===== config.mk =====
export PLATFORM = sky130hd
export DESIGN_NAME = pfm_top
export DESIGN_NICKNAME = d
export VERILOG_FILES = /design/src/design/pfm_pkg.sv /design/src/design/pfm_led_if.sv /design/src/design/pfm_blink.sv /design/src/design/pfm_top.sv
export SDC_FILE = /design/constraint.sdc
export NUM_CORES = 1
export LEC_CHECK = 0
export BUFFER_PORTS_ARGS = -buffer_cell sky130_fd_sc_hd__buf_4
export CAP_MARGIN = 5
export CORE_ASPECT_RATIO = 2
export CORE_MARGIN = 2
export CORE_UTILIZATION = 50
export CTS_BUF_LIST = sky130_fd_sc_hd__clkbuf_8
export DETAILED_ROUTE_END_ITERATION = 12
export GPL_TIMING_DRIVEN = 0
export PLACE_DENSITY_LB_ADDON = 0.2
export SKIP_CTS_REPAIR_TIMING = 1
export SYNTH_ARGS = -nofsm -noshare
export SYNTH_HDL_FRONTEND = slang
export SYNTH_SLANG_ARGS = --single-unit

===== constraint.sdc =====
create_clock -name clk_sys -period 3.45 [get_ports clk_sys]
set_clock_uncertainty 0.15 [all_clocks]
set_input_delay 0.5175 -clock clk_sys [delete_from_list [all_inputs] [get_ports clk_sys]]
set_output_delay 0.5175 -clock clk_sys [all_outputs]
set_load 0.05 [all_outputs]

===== src/design/pfm_pkg.sv =====
package pfm_pkg;

    // Register byte offsets
    localparam logic [7:0] A_LIVE   = 8'h00;
    localparam logic [7:0] A_STICKY = 8'h04;
    localparam logic [7:0] A_CLEAR  = 8'h08;
    localparam logic [7:0] A_ISTAT  = 8'h0c;
    localparam logic [7:0] A_IMASK  = 8'h10;
    localparam logic [7:0] A_STATE  = 8'h14;

    // Fault bit positions, shared by live, sticky and interrupt layouts
    localparam int B_COMP  = 0;
    localparam int B_SOL   = 1;
    localparam int B_RSTEN = 2;
    localparam int B_CLRD  = 3;
    localparam int NV_B_EN = 3;
    localparam int LIVE_NUM_LSB = 4;

    // Reset values
    localparam logic [2:0] STICKY_RST = 3'h0;
    localparam logic [3:0] IMASK_RST  = 4'h0;
    localparam logic [3:0] ISTAT_RST  = 4'h0;

    localparam int N_SOL = 8;

    // Timing: a millisecond tick, all fault timing counts ticks
    localparam int CLK_MHZ  = 125;
    localparam int TICK_US  = 1000;
    localparam int TICK_CYC = TICK_US * CLK_MHZ;
    localparam int RETRY_MS       = 5000;
    localparam int COMP_OK_MS     = 100;
    localparam int COMP_PERIOD_MS = 2000;
    localparam int BLINK_ON_MS    = 250;
    localparam int BLINK_OFF_MS   = 250;
    localparam int SOL_PAUSE_MS   = 1000;
    localparam int STICKY_HALF_MS = 1000;
    localparam int CNT_W = 13;

    typedef enum logic [3:0] {
        M_OK     = 4'h1,
        M_STICKY = 4'h2,
        M_COMP   = 4'h4,
        M_SOL    = 4'h8
    } pfm_mode_e;

    typedef enum logic [2:0] {
        C_IDLE = 3'h1,
        C_RUN  = 3'h2,
        C_WAIT = 3'h4
    } pfm_cst_e;

    typedef enum logic [2:0] {
        S_ON    = 3'h1,
        S_OFF   = 3'h2,
        S_PAUSE = 3'h4
    } pfm_bst_e;

endpackage


===== src/design/pfm_led_if.sv =====
`timescale 1ns/1ps
interface pfm_led_if;
    logic                tick;
    pfm_pkg::pfm_mode_e  mode;
    logic [3:0]          sol_num;
    logic                led_on;

    modport ctl (output tick, output mode, output sol_num, input led_on);
    modport blk (input tick, input mode, input sol_num, output led_on);
endinterface


===== src/design/pfm_blink.sv =====
`timescale 1ns/1ps
module pfm_blink (
    input  wire logic  clk_sys, // System clock
    input  wire logic  nrst,    // Async reset, active low
    input  wire logic  ce,      // Clock enable
    pfm_led_if.blk     led      // Pattern request and lamp state
);
    pfm_pkg::pfm_mode_e mode_q;
    pfm_pkg::pfm_bst_e  st_q, st_d;
    logic [11:0]        ms_q, ms_d;
    logic [3:0]         rep_q, rep_d;
    logic               on_q, on_d;
    logic [11:0]        on_len, off_len, pause_len, seg_len;
    logic [3:0]         reps;

    // Pattern shape per mode
    always_comb begin
        on_len    = 12'(pfm_pkg::BLINK_ON_MS);
        off_len   = 12'(pfm_pkg::BLINK_OFF_MS);
        pause_len = 12'(pfm_pkg::SOL_PAUSE_MS);
        reps      = 4'h1;
        case (led.mode)
            pfm_pkg::M_SOL: begin
                reps = led.sol_num;
            end
            pfm_pkg::M_COMP: begin
                // One flash per period, the rest dark
                pause_len = 12'(pfm_pkg::COMP_PERIOD_MS
                                - pfm_pkg::BLINK_ON_MS);
            end
            pfm_pkg::M_STICKY: begin
                on_len    = 12'(pfm_pkg::STICKY_HALF_MS);
                pause_len = 12'(pfm_pkg::STICKY_HALF_MS);
            end
            default: begin
                reps = 4'h1;
            end
        endcase
        case (st_q)
            pfm_pkg::S_ON:  seg_len = on_len;
            pfm_pkg::S_OFF: seg_len = off_len;
            default:        seg_len = pause_len;
        endcase
    end

    // Sequencer; a mode change restarts the pattern from its first flash
    always_comb begin
        st_d  = st_q;
        ms_d  = ms_q;
        rep_d = rep_q;
        if (led.mode != mode_q) begin
            st_d  = pfm_pkg::S_ON;
            ms_d  = 12'h000;
            rep_d = 4'h0;
        end else if (led.tick) begin
            ms_d = ms_q + 12'h001;
            if (ms_q + 12'h001 >= seg_len) begin
                ms_d = 12'h000;
                case (st_q)
                    pfm_pkg::S_ON: begin
                        if (rep_q + 4'h1 >= reps) begin
                            st_d = pfm_pkg::S_PAUSE;
                        end else begin
                            st_d = pfm_pkg::S_OFF;
                        end
                    end
                    pfm_pkg::S_OFF: begin
                        st_d  = pfm_pkg::S_ON;
                        rep_d = rep_q + 4'h1;
                    end
                    default: begin
                        st_d  = pfm_pkg::S_ON;
                        rep_d = 4'h0;
                    end
                endcase
            end
        end
        // Healthy unit shows a steady lamp
        on_d = (st_d == pfm_pkg::S_ON) || (led.mode == pfm_pkg::M_OK);
    end

    always_ff @(posedge clk_sys or negedge nrst) begin
        if (!nrst) begin
            mode_q <= pfm_pkg::M_OK;
            st_q   <= pfm_pkg::S_ON;
            ms_q   <= 12'h000;
            rep_q  <= 4'h0;
            on_q   <= 1'b0;
        end else if (ce) begin
            mode_q <= led.mode;
            st_q   <= st_d;
            ms_q   <= ms_d;
            rep_q  <= rep_d;
            on_q   <= on_d;
        end
    end

    assign led.led_on = on_q;

    chk_sol_flash_count: assert property (
        @(posedge clk_sys) disable iff (!nrst)
        (st_q == pfm_pkg::S_OFF && mode_q == pfm_pkg::M_SOL)
        |-> (rep_q + 4'h1 < led.sol_num))
        else $error("solenoid flash count exceeded");

    chk_comp_one_flash: assert property (
        @(posedge clk_sys) disable iff (!nrst)
        (mode_q == pfm_pkg::M_COMP && led.mode == pfm_pkg::M_COMP)
        |-> (st_q != pfm_pkg::S_OFF
             && ms_q < 12'(pfm_pkg::COMP_PERIOD_MS
                           - pfm_pkg::BLINK_ON_MS)))
        else $error("compressor pattern out of shape");

endmodule


===== src/design/pfm_top.sv =====
`timescale 1ns/1ps
module pfm_top #(
    parameter int TICK_CYC = pfm_pkg::TICK_CYC // Cycles per millisecond
) (
    input  wire logic        clk_sys,     // System clock, 125 MHz
    input  wire logic        nrst,        // Async reset, active low
    input  wire logic        ce,          // Clock enable, freezes state
    input  wire logic [7:0]  addr,        // Register byte address
    input  wire logic [31:0] wdata,       // Register write data
    input  wire logic        wr,          // Write strobe
    input  wire logic        rd,          // Read strobe
    output logic      [31:0] rdata,       // Read data, cycle after rd
    input  wire logic        can_clr,     // Clear command from CAN link
    input  wire logic        robot_en,    // Robot enabled, from CAN link
    input  wire logic [7:0]  sol_flt_pin, // Solenoid driver fault pins
    input  wire logic        comp_oc_pin, // Compressor overcurrent pin
    input  wire logic        comp_req,    // Pressure logic wants air
    output logic             comp_en,     // Compressor drive enable
    output logic             led_red,     // Red lamp
    output logic             led_green,   // Green lamp
    input  wire logic [3:0]  nv_rdata,    // Stored fault image at boot
    output logic      [3:0]  nv_wdata,    // Fault image to store
    output logic             nv_we,       // Store strobe
    output logic             irq          // Interrupt, active high level
);
    localparam int TW = $clog2(TICK_CYC);

    pfm_led_if led_if ();

    // Pin synchronisers; first stage feeds only the second
    logic [pfm_pkg::N_SOL-1:0] sol_s1_q, sol_s2_q;
    logic                      oc_s1_q, oc_s2_q;

    genvar gi;
    generate
        for (gi = 0; gi < pfm_pkg::N_SOL; gi++) begin : g_sync
            always_ff @(posedge clk_sys or negedge nrst) begin
                if (!nrst) begin
                    sol_s1_q[gi] <= 1'b0;
                    sol_s2_q[gi] <= 1'b0;
                end else if (ce) begin
                    sol_s1_q[gi] <= sol_flt_pin[gi];
                    sol_s2_q[gi] <= sol_s1_q[gi];
                end
            end
        end
    endgenerate

    always_ff @(posedge clk_sys or negedge nrst) begin
        if (!nrst) begin
            oc_s1_q <= 1'b0;
            oc_s2_q <= 1'b0;
        end else if (ce) begin
            oc_s1_q <= comp_oc_pin;
            oc_s2_q <= oc_s1_q;
        end
    end

    // Millisecond tick keeps every fault timer narrow
    logic [TW-1:0] tdiv_q, tdiv_d;
    logic          tick;

    always_comb begin
        tick   = (tdiv_q == TW'(TICK_CYC - 1));
        tdiv_d = tick ? '0 : tdiv_q + TW'(1);
    end

    // Solenoid fault latches with the lowest faulted number, 1-based
    logic       sol_live_q, sol_live_d;
    logic [3:0] sol_num_q, sol_num_d;

    always_comb begin
        sol_live_d = sol_live_q | (|sol_s2_q);
        sol_num_d  = sol_num_q;
        if (!sol_live_q) begin
            for (int i = pfm_pkg::N_SOL - 1; i >= 0; i--) begin
                if (sol_s2_q[i]) begin
                    sol_num_d = 4'(i + 1);
                end
            end
        end
    end

    // Compressor run, fault and retry control
    pfm_pkg::pfm_cst_e         cst_q, cst_d;
    logic [pfm_pkg::CNT_W-1:0] ccnt_q, ccnt_d;
    logic                      comp_live_q, comp_live_d;
    logic                      comp_en_q, comp_en_d;

    always_comb begin
        cst_d       = cst_q;
        ccnt_d      = ccnt_q;
        comp_live_d = comp_live_q;
        comp_en_d   = 1'b0;
        case (cst_q)
            pfm_pkg::C_IDLE: begin
                // Sticky state plays no part in starting a run
                if (comp_req) begin
                    cst_d     = pfm_pkg::C_RUN;
                    ccnt_d    = '0;
                    comp_en_d = 1'b1;
                end
            end
            pfm_pkg::C_RUN: begin
                comp_en_d = 1'b1;
                if (oc_s2_q) begin
                    comp_live_d = 1'b1;
                    cst_d       = pfm_pkg::C_WAIT;
                    ccnt_d      = pfm_pkg::CNT_W'(pfm_pkg::RETRY_MS);
                    comp_en_d   = 1'b0;
                end else if (!comp_req) begin
                    cst_d     = pfm_pkg::C_IDLE;
                    comp_en_d = 1'b0;
                end else if (tick && comp_live_q) begin
                    // A run that stays clean long enough ends the fault
                    if (ccnt_q + 1'b1 >= pfm_pkg::CNT_W'(pfm_pkg::COMP_OK_MS))
                    begin
                        comp_live_d = 1'b0;
                    end else begin
                        ccnt_d = ccnt_q + 1'b1;
                    end
                end
            end
            pfm_pkg::C_WAIT: begin
                // Extra tick covers the partial first millisecond
                if (tick) begin
                    if (ccnt_q == '0) begin
                        cst_d = pfm_pkg::C_IDLE;
                    end else begin
                        ccnt_d = ccnt_q - 1'b1;
                    end
                end
            end
            default: begin
                cst_d = pfm_pkg::C_IDLE;
            end
        endcase
    end

    // Sticky flags, boot restore and nonvolatile image
    logic       boot_q, boot_d;
    logic       en_q;
    logic [2:0] sticky_q, sticky_d, live_now;
    logic [3:0] img_q, img_d;
    logic       nv_we_q, nv_we_d;
    logic       clr;

    always_comb begin
        clr      = can_clr
                 | (wr && addr == pfm_pkg::A_CLEAR && wdata[0]);
        live_now = 3'h0;
        live_now[pfm_pkg::B_COMP] = comp_live_d;
        live_now[pfm_pkg::B_SOL]  = sol_live_d;
        // Set beats clear; a fault still present keeps its bit
        sticky_d = live_now | (clr ? 3'h0 : sticky_q);
        boot_d   = 1'b0;
        if (boot_q) begin
            sticky_d = sticky_d | nv_rdata[2:0];
            if (nv_rdata[pfm_pkg::NV_B_EN]) begin
                sticky_d[pfm_pkg::B_RSTEN] = 1'b1;
            end
        end
        img_d   = {robot_en, sticky_d};
        // Image written on change only, to spare storage endurance
        nv_we_d = !boot_q && (img_d != img_q);
    end

    // Interrupt status and mask
    logic [3:0] istat_q, istat_d, imask_q, imask_d, ev;

    always_comb begin
        ev = 4'h0;
        ev[pfm_pkg::B_COMP]  = comp_live_d & ~comp_live_q;
        ev[pfm_pkg::B_SOL]   = sol_live_d & ~sol_live_q;
        ev[pfm_pkg::B_RSTEN] = sticky_d[pfm_pkg::B_RSTEN]
                             & ~sticky_q[pfm_pkg::B_RSTEN];
        ev[pfm_pkg::B_CLRD]  = clr;
        istat_d = istat_q;
        imask_d = imask_q;
        if (wr && addr == pfm_pkg::A_ISTAT) begin
            istat_d = istat_q & ~wdata[3:0];
        end
        if (wr && addr == pfm_pkg::A_IMASK) begin
            imask_d = wdata[3:0];
        end
        istat_d = istat_d | ev; // New event wins over its clear
    end

    // Read mux; unmapped addresses read zero
    logic [31:0] rdata_q, rdata_d;

    always_comb begin
        rdata_d = rdata_q;
        if (rd) begin
            case (addr)
                pfm_pkg::A_LIVE:   rdata_d = {24'h000000, sol_num_q,
                                              2'b00, sol_live_q,
                                              comp_live_q};
                pfm_pkg::A_STICKY: rdata_d = {29'h00000000, sticky_q};
                pfm_pkg::A_ISTAT:  rdata_d = {28'h0000000, istat_q};
                pfm_pkg::A_IMASK:  rdata_d = {28'h0000000, imask_q};
                pfm_pkg::A_STATE:  rdata_d = {27'h0000000, comp_en_q,
                                              en_q, cst_q};
                default:           rdata_d = 32'h00000000;
            endcase
        end
    end

    // Lamp mode by priority, solenoid first
    logic led_red_q, led_green_q;

    always_comb begin
        led_if.tick    = tick;
        led_if.sol_num = sol_num_q;
        if (sol_live_q) begin
            led_if.mode = pfm_pkg::M_SOL;
        end else if (comp_live_q) begin
            led_if.mode = pfm_pkg::M_COMP;
        end else if (|sticky_q) begin
            led_if.mode = pfm_pkg::M_STICKY;
        end else begin
            led_if.mode = pfm_pkg::M_OK;
        end
    end

    pfm_blink u_blink (
        .clk_sys (clk_sys),
        .nrst    (nrst),
        .ce      (ce),
        .led     (led_if.blk)
    );

    // All state registers but the pin synchronisers
    always_ff @(posedge clk_sys or negedge nrst) begin
        if (!nrst) begin
            tdiv_q      <= '0;
            sol_live_q  <= 1'b0;
            sol_num_q   <= 4'h0;
            cst_q       <= pfm_pkg::C_IDLE;
            ccnt_q      <= '0;
            comp_live_q <= 1'b0;
            comp_en_q   <= 1'b0;
            boot_q      <= 1'b1;
            en_q        <= 1'b0;
            sticky_q    <= pfm_pkg::STICKY_RST;
            img_q       <= 4'h0;
            nv_we_q     <= 1'b0;
            istat_q     <= pfm_pkg::ISTAT_RST;
            imask_q     <= pfm_pkg::IMASK_RST;
            rdata_q     <= 32'h00000000;
            led_red_q   <= 1'b0;
            led_green_q <= 1'b0;
        end else if (ce) begin
            tdiv_q      <= tdiv_d;
            sol_live_q  <= sol_live_d;
            sol_num_q   <= sol_num_d;
            cst_q       <= cst_d;
            ccnt_q      <= ccnt_d;
            comp_live_q <= comp_live_d;
            comp_en_q   <= comp_en_d;
            boot_q      <= boot_d;
            en_q        <= robot_en;
            sticky_q    <= sticky_d;
            img_q       <= img_d;
            nv_we_q     <= nv_we_d;
            istat_q     <= istat_d;
            imask_q     <= imask_d;
            rdata_q     <= rdata_d;
            led_red_q   <= led_if.led_on
                         & (led_if.mode != pfm_pkg::M_OK);
            led_green_q <= led_if.led_on
                         & (led_if.mode == pfm_pkg::M_OK
                            || led_if.mode == pfm_pkg::M_STICKY);
        end
    end

    assign rdata     = rdata_q;
    assign comp_en   = comp_en_q;
    assign led_red   = led_red_q;
    assign led_green = led_green_q;
    assign nv_wdata  = img_q;
    assign nv_we     = nv_we_q;
    assign irq       = |(istat_q & imask_q);

    chk_sticky_same_cycle: assert property (
        @(posedge clk_sys) disable iff (!nrst)
        (ce && comp_live_d) |=> (comp_live_q && sticky_q[0]))
        else $error("sticky did not follow live fault");

    chk_sticky_holds: assert property (
        @(posedge clk_sys) disable iff (!nrst)
        (ce && sticky_q[1] && !clr) |=> sticky_q[1])
        else $error("sticky flag dropped without clear");

    chk_clear_by_cmd: assert property (
        @(posedge clk_sys) disable iff (!nrst)
        $fell(sticky_q[0]) |-> $past(clr && !comp_live_d))
        else $error("sticky cleared without command");

    chk_sol_live_kept: assert property (
        @(posedge clk_sys) disable iff (!nrst)
        sol_live_q |=> sol_live_q)
        else $error("solenoid fault cleared before power-up");

    chk_retry_blocked: assert property (
        @(posedge clk_sys) disable iff (!nrst)
        (ce && oc_s2_q && cst_q == pfm_pkg::C_RUN)
        |=> (!comp_en_q && comp_live_q) ##1 !comp_en_q [*8])
        else $error("compressor not held off after fault");

    chk_comp_clear_run: assert property (
        @(posedge clk_sys) disable iff (!nrst)
        $fell(comp_live_q) |-> $past(cst_q == pfm_pkg::C_RUN && tick))
        else $error("compressor fault cleared outside a clean run");

    chk_flags_no_effect: assert property (
        @(posedge clk_sys) disable iff (!nrst)
        (ce && cst_q == pfm_pkg::C_IDLE && comp_req) |=> comp_en_q)
        else $error("run start blocked");

    chk_reset_while_en: assert property (
        @(posedge clk_sys) disable iff (!nrst)
        (ce && boot_q && nv_rdata[3]) |=> sticky_q[2])
        else $error("reset-while-enabled flag missing");

    chk_nv_store: assert property (
        @(posedge clk_sys) disable iff (!nrst)
        (ce && !boot_q && sticky_d != sticky_q)
        |=> (nv_we && nv_wdata[2:0] == sticky_q))
        else $error("sticky change not stored");

endmodule


==> flow_summary.ini <==
[timing]
fmax_mhz = 312.3
setup_viol = 0
period_minus_slack_ns = 3.202
drv_slew = 0
hold_slack_ns = 0.2121
slew_headroom_pct = 41.82
worst_pin_slew_ns = 0.8507
fin_crit_sh_pct = 92.83
setup_ws_ns = 0.2475
finalSetupTns_ns = 0
rsz0062_at_grt = no
finalHoldViolations = 0

[critical_path]
crit_type = flip-flop to flip-flop
critPathMaxFanout = 10
worstRegToRegCells = 14
cp-end-kind = flip-flop
cp.required_ns = 3.57
rr_startpoint = u_blink.ms_q[1]
worstReg2RegEnd = u_blink.ms_q[8]
cp-start-kind = flip-flop
slowest_delay_ns = 0.52
r2r_setup_slack_ns = 0.25
arrival_ns = 3.32
worstPathCellList = ha_4 > nand2_1 > nor2_2 > nand3_1 > xor2_1 > inv_1 > ha_1 > and3_1 > o211ai_1 > o2111ai_4 > clkbuf_4 > nor2_1 > o21ai_1 > o41ai_2
cp_slowest_cell = dfrtp_1

[cells_and_area]
multi_input_area_um2 = 3616
synthToLayoutAreaGrowth_pct = 13.95
fillers = 1144
fin_area_um2 = 7541
diodes = 0
fin_nets = 885
utilization_pct = 58.04
post_route_cells_drive_above_1_share_pct = 21.36
seq_area_um2 = 2659
final_cells = 962

[clock_tree]
htreeDepth = 3
clock_latency_ns = 0.38
path_clk_slew_ns = 0.11
cts-root-buf = clkbuf_8
cts_inserted_buffers = 9
numClockSinks = 106
ctsLongestPathBuffers = 2
cts_tree = done

[logic_synthesis]
syn_area_um2 = 6618
yosysTopAreaCell = dfrtp_1
yosysSeqAreaShare_pct = 40.16
yosysWarnings = 0
synth-main-ff-cell = dfrtp_1
ys_ff_latch = 106
synth_cells = 719
async_reset_ff_share_pct = 100.0
avgSynthCellArea_um2 = 9.204
netlist.area_leader.share_pct = 38.57
synthTopCellsByCount = dfrtp_1, nand2_1, nor2_1
synth_most_common_cell = dfrtp_1
synth_edf_count = 0
synth_area_leaders = dfrtp_1, mux2_2, nand2_1, o21ai_0, buf_4
ys_types = 78

[routing]
dr.pass1.iters = 5
drt_wl_total_mm = 16.84
vias = 5690
ant_nets = 0
first_iter_violations = 266
post-route-drc-count = 0
routedWlPerCell_um = 17.51
viasPerCell = 5.915

[placement]
dp.cells = 941
detailed_place.area_um2 = 7247
place_hpwl_mm = 12.76
gp_congestion = 0.9568
place_ws_ns = -0.2321
io_buffers = 47

[global_route]
grt_pass1_vias = 5624
grt_use_total_pct = 24.17
antenna_found_initial = 0
grt_overflow_total = 0
grt_pass1_wl_mm = 27.35
grt_start_max_net_pins = 107

[floorplanning]
pin_count = 102
dieWidth_um = 85.35
rows = 59
fp.dieArea_um2 = 14230
die_h_um = 166.7
start_util_pct = 50.93
core_um2 = 12990

[power]
total_leakage_power_nw = 3.304
total_power_mw = 3.630
peakVddDrop_mv = 0.2931
cellPowerDensity_nw_per_um2 = 481.3

[min_path]
min_from = sol_flt_pin[2]
min_to = sol_s1_q[2]
hp-class = primary input to flip-flop
hold_path_depth = 2

[outcome]
status = finished clean

[flow_run]
cap_violations = 0
area by class of cell:
type                    count  area share [%]
plain buffers              63           4.895
clock buffers               9           1.643
clock inverters             7          0.9126
inverters                  24           1.195
multi-input cells         548           47.95
flip-flops and latches    106           35.26
well taps                 152           2.522
repair buffers             53           5.625
critical path: cells and delay by family (launching register included):
kind / cells / cell delay (ns)
compound gates: 4 / 0.69
simple gates: 5 / 0.64
xor+xnor: 1 / 0.20
flops: 1 / 0.52
buf+inv: 2 / 0.33
fa+ha+maj: 2 / 0.57
worst max-delay path by stage:
stage | start | endpoint | slack (ns) | cells after the start
floorplan | u_blink.ms_q[0] | u_blink.ms_q[8] | 0.32 | 15
global placement | u_blink.ms_q[0] | u_blink.ms_q[8] | -0.19 | 15
detailed placement | u_blink.ms_q[0] | u_blink.ms_q[8] | -0.23 | 15
CTS | u_blink.ms_q[0] | u_blink.ms_q[8] | -0.28 | 15
global route | u_blink.ms_q[2] | u_blink.ms_q[8] | 0.006 | 16
finish | u_blink.ms_q[1] | u_blink.ms_q[8] | 0.25 | 14
routing by layer:
| layer | part of all wire, % | routed length (um) | vias to the layer above | track usage [%] |
|---|---|---|---|---|
| li1 | - | - | 2710 | - |
| met1 | 38 | 6338 | 2718 | 26.99 |
| met2 | 52 | 8836 | 200 | 43.31 |
| met3 | 4.5 | 758 | 62 | 3.122 |
| met4 | 5.4 | 910 | 0 | 13.18 |
| met5 | 0 | 0 | - | 0 |
state kept, by name (all words and copies together), names as in the netlist, 8 cells and up:
signal / cells
ccnt_q: 13
rdata: 8
sol_s2_q: 8
sol_s1_q: 8
tdiv_q: 17
u_blink.ms_q: 12
report_power, final:
group | leakage (nW) | switching, mW | total (mW) | internal, mW
Sequential | 1.36 | 0.143 | 1.53 | 1.38
Clock | 0.0964 | 0.487 | 0.769 | 0.282
Combinational | 1.85 | 0.825 | 1.34 | 0.510
Total | 3.30 | 1.45 | 3.63 | 2.17
layout by cell type (no fill, tap or decap), types with 5 or more instances in the layout:
cell type,netlist,layout
dfrtp_1,102,101
buf_4,32,82
nand2_1,72,72
nor2_1,60,58
o21ai_0,49,48
nand3_1,34,34
mux2_2,28,28
conb_1,1,24
inv_1,23,23
a21oi_1,21,21
clkbuf_1,22,20
xnor2_1,18,18
ha_1,19,18
o31ai_1,16,16
nand4_1,10,10
xor2_1,10,10
nand2b_1,10,10
o21ai_1,8,9
and3_1,9,9
clkbuf_8,0,9
or2_2,8,8
nor3_1,8,8
nor2b_1,8,8
a31oi_1,8,8
o2bb2ai_1,8,8
mux2i_1,7,7
buf_2,7,6
and2_1,6,6
o31a_1,6,6
a22oi_1,5,5
nor4_1,5,5
o32a_1,5,5
a21o_1,5,5
logic make-up (layout without fill, tap and decap cells):
logic type,after synthesis,count (layout),synth area share [%]
AOI/OAI and AO/OA,183,183,19.68
xor gates and xnor gates,28,28,3.706
adders and majority gates,19,19,3.592
buffers and inverters,88,156,6.939
DFF,106,106,40.16
muxes,35,35,5.823
other,1,24,0.05667
and+or+nand+nor,259,259,20.04
(Power assumes the default switching activity.)
